===== src/inc/dec_pkg.sv =====
// Package with register map, field layout and types of the dual edge capture pair.
package dec_pkg;

  // Register byte offsets on the APB bus.
  localparam logic [7:0] DEC_CTRL_OFS = 8'h00;
  localparam logic [7:0] DEC_STAT_OFS = 8'h04;
  localparam logic [7:0] DEC_VAL1_OFS = 8'h08;
  localparam logic [7:0] DEC_VAL2_OFS = 8'h0c;
  localparam logic [7:0] DEC_CNT_OFS = 8'h10;

  // Control register field positions.
  localparam int DEC_CTRL_EN_BIT = 0;
  localparam int DEC_CTRL_ARM_BIT = 1;
  localparam int DEC_CTRL_REP_BIT = 2;
  localparam int DEC_CTRL_FILT_BIT = 3;
  localparam int DEC_CTRL_ES1_LSB = 4;
  localparam int DEC_CTRL_ES2_LSB = 6;
  localparam int DEC_CTRL_IE1_BIT = 8;
  localparam int DEC_CTRL_IE2_BIT = 9;

  // Status register field positions; write one to clear.
  localparam int DEC_STAT_F1_BIT = 0;
  localparam int DEC_STAT_F2_BIT = 1;

  // Edge select encodings; zero means the pin is not used.
  localparam logic [1:0] DEC_EDGE_OFF = 2'h0;
  localparam logic [1:0] DEC_EDGE_RISE = 2'h1;
  localparam logic [1:0] DEC_EDGE_FALL = 2'h2;

  // Values after reset.
  localparam logic [31:0] DEC_CTRL_RST = 32'h0000_0000;
  localparam logic [15:0] DEC_CNT_RST = 16'h0000;

  // Filter settles after this many equal samples.
  localparam int DEC_FILT_CYCLES = 4;

  // Control bits that steer the pair.
  typedef struct packed {
    logic irq2_en;
    logic irq1_en;
    logic [1:0] second_edge_select;
    logic [1:0] first_edge_select;
    logic filter_en;
    logic capture_repeat_select;
    logic capture_arm;
    logic pair_dual_capture_enable;
  } dec_ctrl_t;

  // Edge events from the shared detector.
  typedef struct packed {
    logic rise;
    logic fall;
  } dec_edge_t;

  // Capture sequence states.
  typedef enum logic [2:0] {
    DEC_IDLE = 3'b001,
    DEC_WAIT1 = 3'b010,
    DEC_WAIT2 = 3'b100
  } dec_state_t;

endpackage : dec_pkg


===== src/rtl/dec_edge_det.sv =====
// Shared edge detector with an optional glitch filter on the first channel input.
`timescale 1ns/10ps
module dec_edge_det
  import dec_pkg::*;
#(
  parameter int FILT_LEN = DEC_FILT_CYCLES,
  parameter bit FILT_OK = 1'b1
) (
  // Clock and reset.
  input wire logic i_mclk,
  input wire logic i_rst_n,
  // Input and control.
  input wire logic i_pin,
  input wire logic i_filt_en,
  // Edge events, one cycle each.
  output dec_edge_t o_edge
);

  logic [$clog2(FILT_LEN+1)-1:0] cnt_q;
  logic filt_q;
  logic last_q;
  logic use_filt;

  // The filter only exists on the pairs that allow it.
  assign use_filt = i_filt_en & FILT_OK;

  // Filter counts samples that differ from the held level before accepting them.
  always_ff @(posedge i_mclk or negedge i_rst_n) begin
    if (!i_rst_n) begin
      cnt_q <= '0;
      filt_q <= 1'b0;
    end else if (!use_filt || i_pin == filt_q) begin
      cnt_q <= '0;
      filt_q <= i_pin;
    end else if (cnt_q == ($clog2(FILT_LEN+1))'(FILT_LEN - 1)) begin
      cnt_q <= '0;
      filt_q <= i_pin;
    end else begin
      cnt_q <= cnt_q + 1'b1;
    end
  end

  // One detector feeds both capture stages.
  always_ff @(posedge i_mclk or negedge i_rst_n) begin
    if (!i_rst_n) begin
      last_q <= 1'b0;
      o_edge <= '0;
    end else begin
      last_q <= filt_q;
      o_edge.rise <= filt_q & ~last_q;
      o_edge.fall <= ~filt_q & last_q;
    end
  end

endmodule : dec_edge_det


===== src/rtl/dec_pair.sv =====
// Dual edge capture logic for one timer channel pair with an APB register port.
//
// The register addresses and register access over APB were chosen for this implementation.
`timescale 1ns/10ps

// How it works
// - Dual capture runs only while pair_dual_capture_enable is one.
// - Input filter allowed only on pairs whose first channel index is 0 or 2.
// - Repeat select one gives continuous capture, otherwise one-shot.
// - Equal edge selects measure a period, different ones a pulse width.
// - Both edges come from the first input; second input ignored.
// - First edge sets first flag and its interrupt when enabled.
// - Second edge sets second flag only when first flag already set.
// - Counter latched on first edge into value one, second edge into value two.
// - Pair stays coherent if software reads value one before value two.
// - Captures happen only while armed; continuous repeats while armed.
// - Continuous values keep latest pair, readable after disarming.
// - Continuous allows clearing only second flag; next set means new pair.
// - Rise then fall gives positive width, fall then rise negative width.
// - One-shot second edge sets second flag and clears the arm bit.
// - Both rise measures rising period, both fall falling period.
// - Second count buffered, moved to value two when value one is read.
// - Reset clears counter, flags, and leaves pins uncontrolled.
module dec_pair
  import dec_pkg::*;
#(
  parameter int PAIR_INDEX = 0,
  parameter int CNT_W = 16
) (
  // Clock and reset.
  input wire logic i_mclk,
  input wire logic i_rst_n,
  // APB slave.
  input wire logic i_psel,
  input wire logic i_penable,
  input wire logic i_pwrite,
  input wire logic [7:0] i_paddr,
  input wire logic [31:0] i_pwdata,
  output logic [31:0] o_prdata,
  output logic o_pready,
  output logic o_pslverr,
  // Channel inputs; the second one is not used in this mode.
  input wire logic i_ch1_in,
  input wire logic i_ch2_in,
  // Channel interrupts.
  output logic o_irq1,
  output logic o_irq2
);

  logic rst1_q;
  logic rst_n_q;
  dec_ctrl_t ctrl_q;
  logic [CNT_W-1:0] cnt_q;
  logic f1_q;
  logic f2_q;
  logic [CNT_W-1:0] val1_q;
  logic [CNT_W-1:0] val2_q;
  logic [CNT_W-1:0] buf1_q;
  logic [CNT_W-1:0] buf2_q;
  dec_state_t state_q;
  dec_edge_t edge_ev;
  logic unused_in;
  logic access;
  logic wr_ctrl;
  logic wr_stat;
  logic rd_val1;
  logic hit1;
  logic hit2;
  logic active;
  logic take1;
  logic take2;
  logic disarm;
  logic clr1;
  logic clr2;

  // Reset release through two flip-flops.
  always_ff @(posedge i_mclk or negedge i_rst_n) begin
    if (!i_rst_n) begin
      rst1_q <= 1'b0;
      rst_n_q <= 1'b0;
    end else begin
      rst1_q <= 1'b1;
      rst_n_q <= rst1_q;
    end
  end

  // The second input is deliberately left unread in dual capture.
  assign unused_in = i_ch2_in;

  // Edge detection on the first input only.
  dec_edge_det #(
    .FILT_LEN(DEC_FILT_CYCLES),
    .FILT_OK((PAIR_INDEX == 0) || (PAIR_INDEX == 2))
  ) u_edge (
    .i_mclk(i_mclk),
    .i_rst_n(rst_n_q),
    .i_pin(i_ch1_in),
    .i_filt_en(ctrl_q.filter_en),
    .o_edge(edge_ev)
  );

  // APB decode; value two is loaded on the same edge that samples value one's read data.
  assign access = i_psel & i_penable;
  assign wr_ctrl = access & i_pwrite & (i_paddr == DEC_CTRL_OFS);
  assign wr_stat = access & i_pwrite & (i_paddr == DEC_STAT_OFS);
  assign rd_val1 = i_psel & ~i_penable & ~i_pwrite & (i_paddr == DEC_VAL1_OFS);
  assign clr1 = wr_stat & i_pwdata[DEC_STAT_F1_BIT];
  assign clr2 = wr_stat & i_pwdata[DEC_STAT_F2_BIT];

  // Edge matching against each stage's selection; equal selections give period, else width.
  always_comb begin
    hit1 = 1'b0;
    hit2 = 1'b0;
    case (ctrl_q.first_edge_select)
      DEC_EDGE_RISE: hit1 = edge_ev.rise;
      DEC_EDGE_FALL: hit1 = edge_ev.fall;
      default: hit1 = 1'b0;
    endcase
    case (ctrl_q.second_edge_select)
      DEC_EDGE_RISE: hit2 = edge_ev.rise;
      DEC_EDGE_FALL: hit2 = edge_ev.fall;
      default: hit2 = 1'b0;
    endcase
  end

  // Captures are live only while enabled and armed.
  assign active = ctrl_q.pair_dual_capture_enable & ctrl_q.capture_arm;

  // Sequencing: a second edge counts only once the first flag is up.
  always_comb begin
    take1 = 1'b0;
    take2 = 1'b0;
    case (state_q)
      DEC_IDLE: begin
        take1 = 1'b0;
      end
      DEC_WAIT1: begin
        take1 = active & hit1;
      end
      DEC_WAIT2: begin
        take2 = active & hit2 & f1_q;
        take1 = active & hit1 & ~take2 & ctrl_q.capture_repeat_select;
      end
      default: begin
        take1 = 1'b0;
      end
    endcase
  end

  // One-shot finishes with the second edge and drops the arm bit.
  assign disarm = take2 & ~ctrl_q.capture_repeat_select;

  // State walks from the first edge to the second and, in continuous style, round again.
  always_ff @(posedge i_mclk or negedge rst_n_q) begin
    if (!rst_n_q) begin
      state_q <= DEC_IDLE;
    end else begin
      case (state_q)
        DEC_IDLE: begin
          if (active) begin
            state_q <= f1_q ? DEC_WAIT2 : DEC_WAIT1;
          end
        end
        DEC_WAIT1: begin
          if (!active) begin
            state_q <= DEC_IDLE;
          end else if (take1) begin
            state_q <= DEC_WAIT2;
          end
        end
        DEC_WAIT2: begin
          if (!active || disarm) begin
            state_q <= DEC_IDLE;
          end else if (take2) begin
            state_q <= DEC_WAIT1;
          end else if (!f1_q) begin
            state_q <= DEC_WAIT1;
          end
        end
        default: begin
          state_q <= DEC_IDLE;
        end
      endcase
    end
  end

  // Control register; hardware clears the arm bit on one-shot completion.
  always_ff @(posedge i_mclk or negedge rst_n_q) begin
    if (!rst_n_q) begin
      ctrl_q <= dec_ctrl_t'(DEC_CTRL_RST[9:0]);
    end else if (disarm) begin
      ctrl_q <= wr_ctrl ? dec_ctrl_t'(i_pwdata[9:0]) : ctrl_q;
      ctrl_q.capture_arm <= 1'b0;
    end else if (wr_ctrl) begin
      ctrl_q <= dec_ctrl_t'(i_pwdata[9:0]);
    end
  end

  // Free-running counter that the captures sample.
  always_ff @(posedge i_mclk or negedge rst_n_q) begin
    if (!rst_n_q) begin
      cnt_q <= CNT_W'(DEC_CNT_RST);
    end else begin
      cnt_q <= cnt_q + 1'b1;
    end
  end

  // Edge flags: a set in the same cycle as a clear wins.
  always_ff @(posedge i_mclk or negedge rst_n_q) begin
    if (!rst_n_q) begin
      f1_q <= 1'b0;
      f2_q <= 1'b0;
    end else begin
      if (take1) begin
        f1_q <= 1'b1;
      end else if (clr1) begin
        f1_q <= 1'b0;
      end
      if (take2) begin
        f2_q <= 1'b1;
      end else if (clr2) begin
        f2_q <= 1'b0;
      end
    end
  end

  // Capture buffers; value one gets its buffer when the pair completes.
  always_ff @(posedge i_mclk or negedge rst_n_q) begin
    if (!rst_n_q) begin
      buf1_q <= '0;
      buf2_q <= '0;
      val1_q <= '0;
    end else begin
      if (take1) begin
        buf1_q <= cnt_q;
      end
      if (take2) begin
        buf2_q <= cnt_q;
        val1_q <= take1 ? cnt_q : buf1_q;
      end
    end
  end

  // Value two is loaded from its buffer only on a read of value one.
  always_ff @(posedge i_mclk or negedge rst_n_q) begin
    if (!rst_n_q) begin
      val2_q <= '0;
    end else if (rd_val1) begin
      val2_q <= take2 ? cnt_q : buf2_q;
    end
  end

  // Read data, ready and error; unmapped addresses answer with an error.
  always_ff @(posedge i_mclk or negedge rst_n_q) begin
    if (!rst_n_q) begin
      o_prdata <= '0;
      o_pready <= 1'b0;
      o_pslverr <= 1'b0;
    end else begin
      o_pready <= i_psel & ~i_penable;
      o_pslverr <= 1'b0;
      o_prdata <= '0;
      if (i_psel & ~i_penable) begin
        case (i_paddr)
          DEC_CTRL_OFS: o_prdata <= {22'h0, ctrl_q};
          DEC_STAT_OFS: o_prdata <= {30'h0, f2_q, f1_q};
          DEC_VAL1_OFS: o_prdata <= 32'(take2 ? buf1_q : val1_q);
          DEC_VAL2_OFS: o_prdata <= 32'(val2_q);
          DEC_CNT_OFS: o_prdata <= 32'(cnt_q);
          default: o_pslverr <= 1'b1;
        endcase
      end
    end
  end

  // Interrupts follow flag and enable.
  always_ff @(posedge i_mclk or negedge rst_n_q) begin
    if (!rst_n_q) begin
      o_irq1 <= 1'b0;
      o_irq2 <= 1'b0;
    end else begin
      o_irq1 <= (f1_q | take1) & ctrl_q.irq1_en;
      o_irq2 <= (f2_q | take2) & ctrl_q.irq2_en;
    end
  end

endmodule : dec_pair


===== config.mk =====
export PLATFORM = sky130hd
export DESIGN_NAME = dec_pair
export DESIGN_NICKNAME = d
export VERILOG_FILES = /design/src/inc/dec_pkg.sv /design/src/rtl/dec_edge_det.sv /design/src/rtl/dec_pair.sv
export SDC_FILE = /design/constraint.sdc
export NUM_CORES = 1
export LEC_CHECK = 0
export ABC_AREA = 1
export BUFFER_PORTS_ARGS = -buffer_cell sky130_fd_sc_hd__buf_4
export CORE_ASPECT_RATIO = 0.75
export CORE_MARGIN = 8
export CORE_UTILIZATION = 35
export CTS_CLUSTER_DIAMETER = 60
export DETAILED_ROUTE_END_ITERATION = 10
export PLACE_DENSITY = 0.59
export SYNTH_ARGS = -nofsm -noshare
export SYNTH_HDL_FRONTEND = slang
export SYNTH_SLANG_ARGS = --single-unit

===== constraint.sdc =====
create_clock -name i_mclk -period 5.4 [get_ports i_mclk]
set_clock_uncertainty 0.15 [all_clocks]
set_input_delay 1.08 -clock i_mclk [delete_from_list [all_inputs] [get_ports i_mclk]]
set_output_delay 1.08 -clock i_mclk [all_outputs]
set_load 0.01 [all_outputs]

After elaboration in Yosys (flattened, before gate mapping). Cells that the tools add are included.

Input bits: 47. Word-level logic and storage cells: 114. Bits in latches: 0. ROM bits: 0. Memories: 0. Bits in writable memories: 0. Register bits: 140.

Mux-type cells: 29. Add/sub/neg operators: 2. Multiply operators: 0. Bitwise logic cells: 28. Order comparisons: 0. Div/mod/pow operators: 0. Reductions and logical operators: 11. Equal/unequal tests: 16. Shifts and indexed selects: 0.

Operators with widths (number): one-hot mux 16 bit (5 select lines) (1); 2-to-1 mux 16 bit (4); 2-to-1 mux 3 bit (9); bitwise AND 1 bit (20); adder 16 x 1 -> 16 bit (second input constant) (1); == test 8 x 4 -> 1 bit (second input constant) (2); 2-to-1 mux 10 bit (1); 2-to-1 mux 1 bit (9); one-hot mux 3 bit (3 select lines) (1); == test 8 x 3 -> 1 bit (second input constant) (1); == test 8 x 5 -> 1 bit (second input constant) (1); logical NOT 8 bit (1); nonzero test 2 bit (4); == test 3 x 2 -> 1 bit (second input constant) (2); inverter 1 bit (6); one-hot mux 1 bit (2 select lines) (3); OR reduction 5 bit (1); == test 2 x 1 -> 1 bit (second input constant) (2); == test 2 bit (second input constant) (2); != test 4 bit (second input constant) (1); adder 3 x 1 -> 3 bit (second input constant) (1); == test 3 x 1 -> 1 bit (second input constant) (1); == test 3 bit (second input constant) (1); != test 3 bit (second input constant) (1); 7 further kinds (10).

Depth between registers and ports, before layout. Gate-level depths: netlist of the first run.

Depth in word-level cells: 11. Mapped depth: 12. Gate-level depth less buffers: 11.

By module. From an unflattened synthesis of the first run, not the netlist that was laid out.

Cell total of the unflattened synthesis: 628. Area total of the unflattened synthesis: 5651.7 µm².

Modules (own cells, without submodules): dec_pair (area each 5370.2 µm², instances 1, cells each 601); dec_edge_det (area each 281.5 µm², instances 1, cells each 27).

Worst setup path after synthesis of the first run. No wires, ideal clock.

Kind: input to register. Start: input port i_paddr[5]. End: register val2_q[10]. Arrival: 2.031 ns. Stages: 7. Path buffers: 2. Path slack: 3.099 ns. Cells stage by stage: nor2_1 -> nand3_2 -> nor3_4 -> and3_1 -> buf_4 -> buf_4 -> o21ai_1.

Cells in the longest elaborated chain, start to end: 2.

Ends and longest elaborated chain: start: declaration (RTL line dec_pair.sv:37) `input wire logic [7:0] i_paddr,`; == test 8 x 4 -> 1 bit (RTL line dec_pair.sv:106) `assign rd_val1 = i_psel & ~i_penable & ~i_pwrite & (i_paddr == DEC_VAL1_OFS);`; bitwise AND 1 bit (RTL line dec_pair.sv:106); end signal: assignment (RTL line dec_pair.sv:249) `val2_q <= take2 ? cnt_q : buf2_q;`; end: declaration (RTL line dec_pair.sv:57) `logic [CNT_W-1:0] val2_q;`.

No other way between the ends. A chain may end at the register's enable or synchronous reset.

Worst setup path in the final report of the first run.
Start: input port i_paddr[5]. End: register val2_q[0].

The elaborated chain is that of the path after synthesis.

==> results of run 1 <==
==> critical path, cell delays in order <==
cell,delay (ns)
buf_4,0.11
nor2_1,0.12
nand3_2,0.15
nor3_4,0.67
and3_1,1.13
o21ai_0,0.21
==> cells in the mapped netlist, types with 3 or more instances <==
cell type / number
buf_4: 19
o21ai_0: 27
buf_2: 9
dfrtp_1: 123
nand4_1: 11
nor3_1: 5
xor2_1: 14
clkbuf_1: 5
nor2_1: 52
nand2_1: 160
inv_1: 67
buf_6: 4
nor2_2: 3
ha_1: 6
o21ai_1: 31
a21oi_1: 24
nand3_1: 37
nand2_2: 4
==> registers in the layout, indices dropped and copies added, names as in the netlist, 2 cells and up <==
| signal | cells |
|---|---|
| u_edge.cnt_q | 3 |
| o_prdata | 16 |
| u_edge.o_edge | 2 |
| val1_q | 16 |
| buf1_q | 16 |
| buf2_q | 16 |
| val2_q | 16 |
| cnt_q | 16 |
| ctrl_q | 10 |
| state_q | 3 |
==> per-layer routing <==
metal / routed length [µm] / track usage / part of all wire / vias up
met3: 752 / 0.04524 / 0.060 / 7
met5: 0 / 0 / 0 / -
met1: 6050 / 0.1764 / 0.48 / 1977
met4: 67 / 0.03618 / 0.0053 / 0
li1: - / - / - / 2020
met2: 5683 / 0.1956 / 0.45 / 122
==> through the flow <==
stage | hold WS [ns] | utilization
6_report | 0.1973 | 0.4231
3_3_place_gp | 0.1883 | 0.3862
5_1_grt | 0.2121 | 0.4231
4_1_cts | 0.1988 | 0.4231
3_5_place_dp | 0.1873 | 0.3862
2_1_floorplan | 0.1812 | -
==> report_power, final <==
group          switching, mW  internal, mW
Combinational         0.0580        0.0342
Clock                  0.396         0.664
Sequential            0.0191         0.947
Total                  0.473          1.64
==> cells by family after synthesis <==
| logic type | Yosys count | share of synthesized area |
|---|---|---|
| AO/OA/AOI/OAI | 85 | 0.07866 |
| XOR/XNOR | 14 | 0.02234 |
| adder cells (fa/ha/maj) | 6 | 0.01368 |
| buffers and inverters | 105 | 0.09257 |
| flip-flops | 124 | 0.5657 |
| multiplexers | 2 | 0.004104 |
| other | 2 | 0.001368 |
| AND/OR/NAND/NOR | 282 | 0.2216 |
==> final cells by class <==
class | count | area, µm² | area share
Sequential cell | 124 | 3108 | 0.4809
Timing Repair Buffer | 46 | 345.3 | 0.05344
Inverter | 68 | 256.5 | 0.03969
Tap cell | 205 | 256.5 | 0.03969
Clock inverter | 11 | 93.84 | 0.01452
Multi-Input combinational cell | 406 | 1932 | 0.2989
Clock buffer | 21 | 470.5 | 0.07280
==> worst max path at each step <==
stage | cells past startpoint | from | slack, ns | to
floorplan | 0 | rst_n_q | 1.54 | buf1_q[0]
global placement | 6 | i_paddr[5] | 1.70 | val2_q[1]
detailed placement | 6 | i_paddr[5] | 1.61 | val2_q[0]
CTS | 6 | i_paddr[5] | 2.05 | val2_q[0]
global route | 6 | i_paddr[5] | 1.75 | val2_q[0]
finish | 6 | i_paddr[5] | 2.00 | val2_q[0]
==> flow_summary.ini, run 1 <==
[setup_path]
critical_path_required_ns = 5.48
r2r-end = f2_q
critPathMaxFanout = 32
end_kind = flop
rr_worst_depth = 11
ff2ff_setup_slack_ns = 2.71
r2r_start = ctrl_q[6]
start_kind = input port
worstPathArrival_ns = 3.48
path_class = in -> reg

[routing]
vias = 4126
wire_per_inst_um = 14.25
ant_nets = 0
drt-vias-per-instance = 4.683
drtIter0Drc = 400
drtPass1Iterations = 5
drc_errors = 0
wl_mm = 12.55

[sta]
final_hold_viol_count = 0
layout_setup_ws_ns = 2.001
max_freq_mhz = 294.2
max_slew_margin = 0.1591
finalMaxSlewViolations = 0
setup_tns_ns = 0
min_period_ns = 3.399
worst_pin_slew_ns = 1.261
rsz0062_at_grt = false
finalCritPeriodShare = 0.6294
finalSetupViolations = 0

[cells_and_area]
drive_gt1_frac = 0.1405
layout_common_cells = 160 x nand2_1, 122 x dfrtp_1, 67 x inv_1
syn_to_final_growth_pct = 17.76
final_common_cell = nand2_1
nFillCells = 1504
nNetsFinal = 716
final_area_um2 = 6462
n_antenna_cell = 0
final_cells = 881

[global_route]
grt_pass1_wl_mm = 20.78
grt_pass1_vias = 4080
grt_use_total = 0.1309
antenna_found_initial = 0
grt_start_max_net_pins = 75
grt_overflow = 0

[cts]
hold_buffers = 0
h-tree-depth = 4
clockBufferDepth = 2
cts_buffers = 17
cts-root-buf = clkbuf_16
clk-insertion-delay-late_ns = 0.42
numClockSinks = 124
post_cts_resized = 0
cts.clk_slew.worst_paths_ns = 0.05
cts_tree = yes
postCtsSetupRepairBufs = 0

[power]
ir_drop_mv = 0.2241
powerDensity_nw_per_um2 = 327.7
leakage_nw = 3.230
p_total_mw = 2.118

[synthesis]
syn_avg_cell_area_um2 = 8.851
synth_cell_types = 32
yosys_most_used_dff = dfrtp_1
synth_edf_count = 0
synthTopCellsByArea = dfrtp_1 56%, nand2_1 11%, inv_1 4.6%
async_flop_share = 1.000
synth_top_area_share = 0.5609
synth.yosys.warnings = 0
syn_area_um2 = 5488
ys_seq_area_frac = 0.5657
synth-seq-cells = 124
yosysTopAreaCell = dfrtp_1
syn_inst = 620

[min_path]
hp-class = reg -> reg
hold_depth = 0
whs_endpoint = rst_n_q
min_from = rst1_q

[placed_design]
postPlaceCellArea_um2 = 5898
dp_worst_setup_slack_ns = 1.611
dp_hpwl_mm = 8.459
portBuffers = 43
place.gp.congestion = 0.7858
dp.cells = 849

[die]
rows = 39
fp.dieW_um = 160.6
dieArea_um2 = 19980
die_h_um = 124.4
io_pins = 83
core_um2 = 15270
start_util = 0.3593

[status]
status = complete, no violations

[job]
cap_viol_max_count = 0
Power figures use the tool's default switching activity.
==> run 2, diff against run 1 <==
==> constraint.sdc (replaced) <==
create_clock -name i_mclk -period 3.5 [get_ports i_mclk]
set_clock_uncertainty 0.15 [all_clocks]
set_input_delay 0.7 -clock i_mclk [delete_from_list [all_inputs] [get_ports i_mclk]]
set_output_delay 0.7 -clock i_mclk [all_outputs]
set_load 0.01 [all_outputs]
==> flow_summary.ini, run 2 (synthesis gave the netlist of run 1 again) <==
[setup_path]
end_kind = flop
slowest_delay_ns = 0.38
crit_path_frequent_cell = nand2_1
crit_path_start = ctrl_q[6]
worstPathArrival_ns = 2.52
cp_slowest_cell = dfrtp_1
path_buf_inv = 3
critPathMaxFanout = 17
critical_path_required_ns = 3.63
crit_path_cell_trace = inv_1 > ha_1 > inv_1 > nand2_1 > nor2_2 > nand3_2 > clkinv_2 > nand2_1 > nand2_1 > nand2_1 > a21oi_1
start_kind = flop
path_class = reg -> reg
cp_top_family = simple AND/OR/NAND/NOR gates
r2r_start = ctrl_q[6]

[sta]
finalSetupViolations = 0
final_hold_viol_count = 0
min_period_ns = 2.394
worst_pin_slew_ns = 0.7788
setup_tns_ns = 0
max_slew_margin = 0.4808
finalMaxSlewViolations = 0
finalCritPeriodShare = 0.6840
max_freq_mhz = 417.7
rsz0062_at_grt = false

[job]
cap_viol_max_count = 0

[die]
core_um2 = 15270
rows = 39
fp.dieW_um = 160.6
start_util = 0.3593
io_pins = 83
dieArea_um2 = 19980
die_h_um = 124.4

[cts]
numClockSinks = 124
clockBufferDepth = 2
cts.clk_slew.worst_paths_ns = 0.05
cts_tree = yes
cts_buffers = 17
h-tree-depth = 4
post_cts_resized = 0
cts-root-buf = clkbuf_16
clk-insertion-delay-late_ns = 0.41

[global_route]
grt_start_max_net_pins = 65
antenna_found_initial = 0
grt_pass1_vias = 4145
grt_pass1_wl_mm = 20.94
grt_overflow = 0
grt_use_total = 0.1314

[routing]
wire_per_inst_um = 14.02
drtPass1Iterations = 5
drt-vias-per-instance = 4.657
ant_nets = 0
wl_mm = 12.40
drc_errors = 0
vias = 4117
drtIter0Drc = 322

[cells_and_area]
drive_gt1_frac = 0.1414
multi_input_area_um2 = 1932
n_antenna_cell = 0
final-seq-area_um2 = 3108
final_common_cell = nand2_1
syn_to_final_growth_pct = 19.45
final_util = 0.4292
layout_common_cells = 160 x nand2_1, 122 x dfrtp_1, 67 x inv_1
nFillCells = 1463
nNetsFinal = 720

[placed_design]
place.gp.congestion = 0.8102
portBuffers = 43
dp_hpwl_mm = 8.534

[min_path]
hp-class = reg -> reg
min_from = rst1_q

[status]
status = complete, no violations

[power]
powerDensity_nw_per_um2 = 521.5
leakage_nw = 3.290
ir_drop_mv = 0.2441
run 2: final timing paths:
check	slack (ns)	cells past startpoint	endpoint
worst max-delay path	1.11	11	o_prdata[8]
worst min-delay path	0.20	0	rst_n_q
worst max register to register	1.11	11	o_prdata[8]
worst min register to register	0.20	0	rst_n_q
max in group asynchronous	2.15	1	o_irq1
min in group asynchronous	0.26	0	val1_q[7]
run 2: cell type report:
| class | count | share of cell area |
|---|---|---|
| Clock buffer | 24 | 0.07654 |
| Tap cell | 205 | 0.03913 |
| Inverter | 68 | 0.03913 |
| Clock inverter | 7 | 0.01680 |
| Sequential cell | 124 | 0.4741 |
| Multi-Input combinational cell | 406 | 0.2947 |
| Timing Repair Buffer | 50 | 0.05955 |
run 2: layer usage:
metal  track usage  wire [µm]  vias up
met1        0.1746       5860     1953
met3       0.04260        847       22
li1              -          -     2026
met4       0.04934        181        0
met5             0          0        -
met2        0.1956       5506      116
run 2: repair_timing:
| item | in CTS | in global routing |
|---|---|---|
| hold buffers | 1 | 0 |
| endpoints found under the hold margin | 2 | 0 |
| setup buffers | 0 | 0 |
| setup endpoints to repair | 0 | 0 |
run 2: report_power, final:
| group | total (mW) | internal, mW | switching, mW |
|---|---|---|---|
| registers | 1.49 | 1.46 | 0.0261 |
| logic | 0.147 | 0.0555 | 0.0917 |
| clock network | 1.78 | 1.20 | 0.580 |
| total | 3.42 | 2.72 | 0.698 |
run 2: through the flow:
step                setup WS (ns)  area (µm²)  hold WS [ns]  cells  power [mW]
floorplan                   1.284        5545        0.1811    635       1.614
global placement           0.7787        5933        0.1886    852       1.649
detailed placement         0.7171        5933        0.1918    852       1.659
CTS                         1.127        6555        0.2040    884       3.465
global route               0.9094        6555        0.2144    884       3.543
finish                      1.106        6555        0.1987    884       3.419
==> run 3, diff against run 2 <==
--- a/config.mk
+++ b/config.mk
@@ -12,7 +12,7 @@
 export CORE_UTILIZATION = 35
 export CTS_CLUSTER_DIAMETER = 60
 export DETAILED_ROUTE_END_ITERATION = 10
-export PLACE_DENSITY = 0.59
+export PLACE_DENSITY = 0.61
 export SYNTH_ARGS = -nofsm -noshare
 export SYNTH_HDL_FRONTEND = slang
 export SYNTH_SLANG_ARGS = --single-unit
==> constraint.sdc (replaced) <==
create_clock -name i_mclk -period 2.2 [get_ports i_mclk]
set_clock_uncertainty 0.15 [all_clocks]
set_input_delay 0.44 -clock i_mclk [delete_from_list [all_inputs] [get_ports i_mclk]]
set_output_delay 0.44 -clock i_mclk [all_outputs]
set_load 0.01 [all_outputs]
==> flow_summary.ini, run 3 (synthesis gave the netlist of run 1 again) <==
[status]
status = complete, no violations

[routing]
drc_errors = 0
wl_mm = 12.62
drtIter0Drc = 414
vias = 4192
wire_per_inst_um = 14.13
ant_nets = 0
drt-vias-per-instance = 4.694
drtPass1Iterations = 5

[sta]
rsz0062_at_grt = false
max_freq_mhz = 506.2
min_period_ns = 1.975
finalMaxSlewViolations = 0
final_hold_viol_count = 0
setup_tns_ns = 0
finalSetupViolations = 0
finalCritPeriodShare = 0.8979

[power]
switchingPower_mw = 1.119
power.internal_mw = 3.956
powerDensity_nw_per_um2 = 769.5
pwr-share-clk = 0.487
combPwrFrac = 0.049
leakage_nw = 3.301
p_total_mw = 5.075
power_frac_seq = 0.464
ir_drop_mv = 0.4150
p_sw_frac = 0.2204

[setup_path]
end_kind = flop
r2r-end = val2_q[1]
path_class = reg -> reg
ff2ff_setup_slack_ns = 0.22
crit_path_start = ctrl_q[6]
start_kind = flop
critPathMaxFanout = 20
critical_path_required_ns = 2.34
rr_worst_depth = 11
r2r_start = ctrl_q[6]
worstPathArrival_ns = 2.12

[cts]
h-tree-depth = 4
cts_buffers = 17
clk-insertion-delay-late_ns = 0.41
cts.clk_slew.worst_paths_ns = 0.05
cts_tree = yes
clockBufferDepth = 2
numClockSinks = 124
cts-root-buf = clkbuf_16

[die]
rows = 39
core_um2 = 15270
start_util = 0.3593
die_h_um = 124.4
dieArea_um2 = 19980
fp.dieW_um = 160.6
io_pins = 83

[cells_and_area]
final_common_cell = nand2_1
drive_gt1_frac = 0.1526
syn_to_final_growth_pct = 20.18
nNetsFinal = 729
nFillCells = 1510
layout_common_cells = 160 x nand2_1, 122 x dfrtp_1, 67 x inv_1
n_antenna_cell = 0

[placed_design]
portBuffers = 43
dp_hpwl_mm = 9.015
place.gp.congestion = 0.8721

[global_route]
antenna_found_initial = 0
grt_start_max_net_pins = 62
grt_pass1_vias = 4248
grt_pass1_wl_mm = 21.18
grt_use_total = 0.1315
grt_overflow = 0

[job]
cap_viol_max_count = 0

[min_path]
hp-class = reg -> async
-- run 3: per-layer routing --
| layer | track usage | vias to the layer above | wire [µm] |
|---|---|---|---|
| met5 | 0 | - | 0 |
| met4 | 0.03893 | 0 | 136 |
| met3 | 0.03930 | 14 | 727 |
| met2 | 0.2025 | 106 | 5718 |
| met1 | 0.1753 | 2028 | 6039 |
| li1 | - | 2044 | - |
-- run 3: layout make-up --
| cell class | instances | area, µm² | area share |
|---|---|---|---|
| flip-flops and latches | 124 | 3108 | 0.4713 |
| multi-input cells | 406 | 1948 | 0.2954 |
| clock buffers | 24 | 491.7 | 0.07456 |
| repair buffers | 59 | 490.5 | 0.07437 |
| inverters | 68 | 260.3 | 0.03946 |
| well taps | 205 | 256.5 | 0.03889 |
| clock inverters | 7 | 40.04 | 0.006071 |
-- run 3: worst max path at each step --
stage	end	cells after the start
after floorplan	o_prdata[6]	12
after global placement	o_prdata[8]	10
after detailed placement	o_prdata[8]	11
after global routing	val2_q[5]	10
final	val2_q[1]	11
after CTS	o_prdata[8]	11
-- run 3: critical path: stages (launching register included) --
cell and delay (ns):
dfrtp_1 0.35, inv_1 0.07, ha_1 0.29, inv_1 0.06
nand2_1 0.07, nor2_4 0.15, nand3_4 0.13, buf_4 0.25
nand2_1 0.09, o21ai_1 0.09, nand2_1 0.07, o21ai_0 0.07
-- run 3: repair_timing --
item | in CTS | in global routing
endpoints found under the hold margin | 2 | 0
endpoints found under the setup margin | 0 | 9
hold buffers | 1 | 0
gates resized for setup | 0 | 7
setup buffers | 0 | 0
-- run 3: power groups by stage --
stage               clock (mW)  combinational, mW  sequential, mW
finish                    2.47              0.251            2.35
global route              2.62              0.284            2.36
CTS                       2.53              0.253            2.36
detailed placement           0              0.251            2.39
global placement             0              0.236            2.39
floorplan                    0              0.156            2.41
-- run 3: metrics by stage --
| stage | utilization | std cells | area [µm²] | hold WS [ns] | setup slack (ns) |
|---|---|---|---|---|---|
| after CTS | 0.4300 | 893 | 6568 | 0.06334 | 0.07850 |
| after floorplan | - | 635 | 5548 | -0.005591 | 0.3822 |
| after global routing | 0.4318 | 893 | 6595 | 0.08105 | 0.06015 |
| after detailed placement | 0.3945 | 861 | 6026 | 0.07378 | 0.09569 |
| after global placement | 0.3945 | 861 | 6026 | 0.07397 | 0.1533 |
| final | 0.4318 | 893 | 6595 | 0.07899 | 0.2246 |
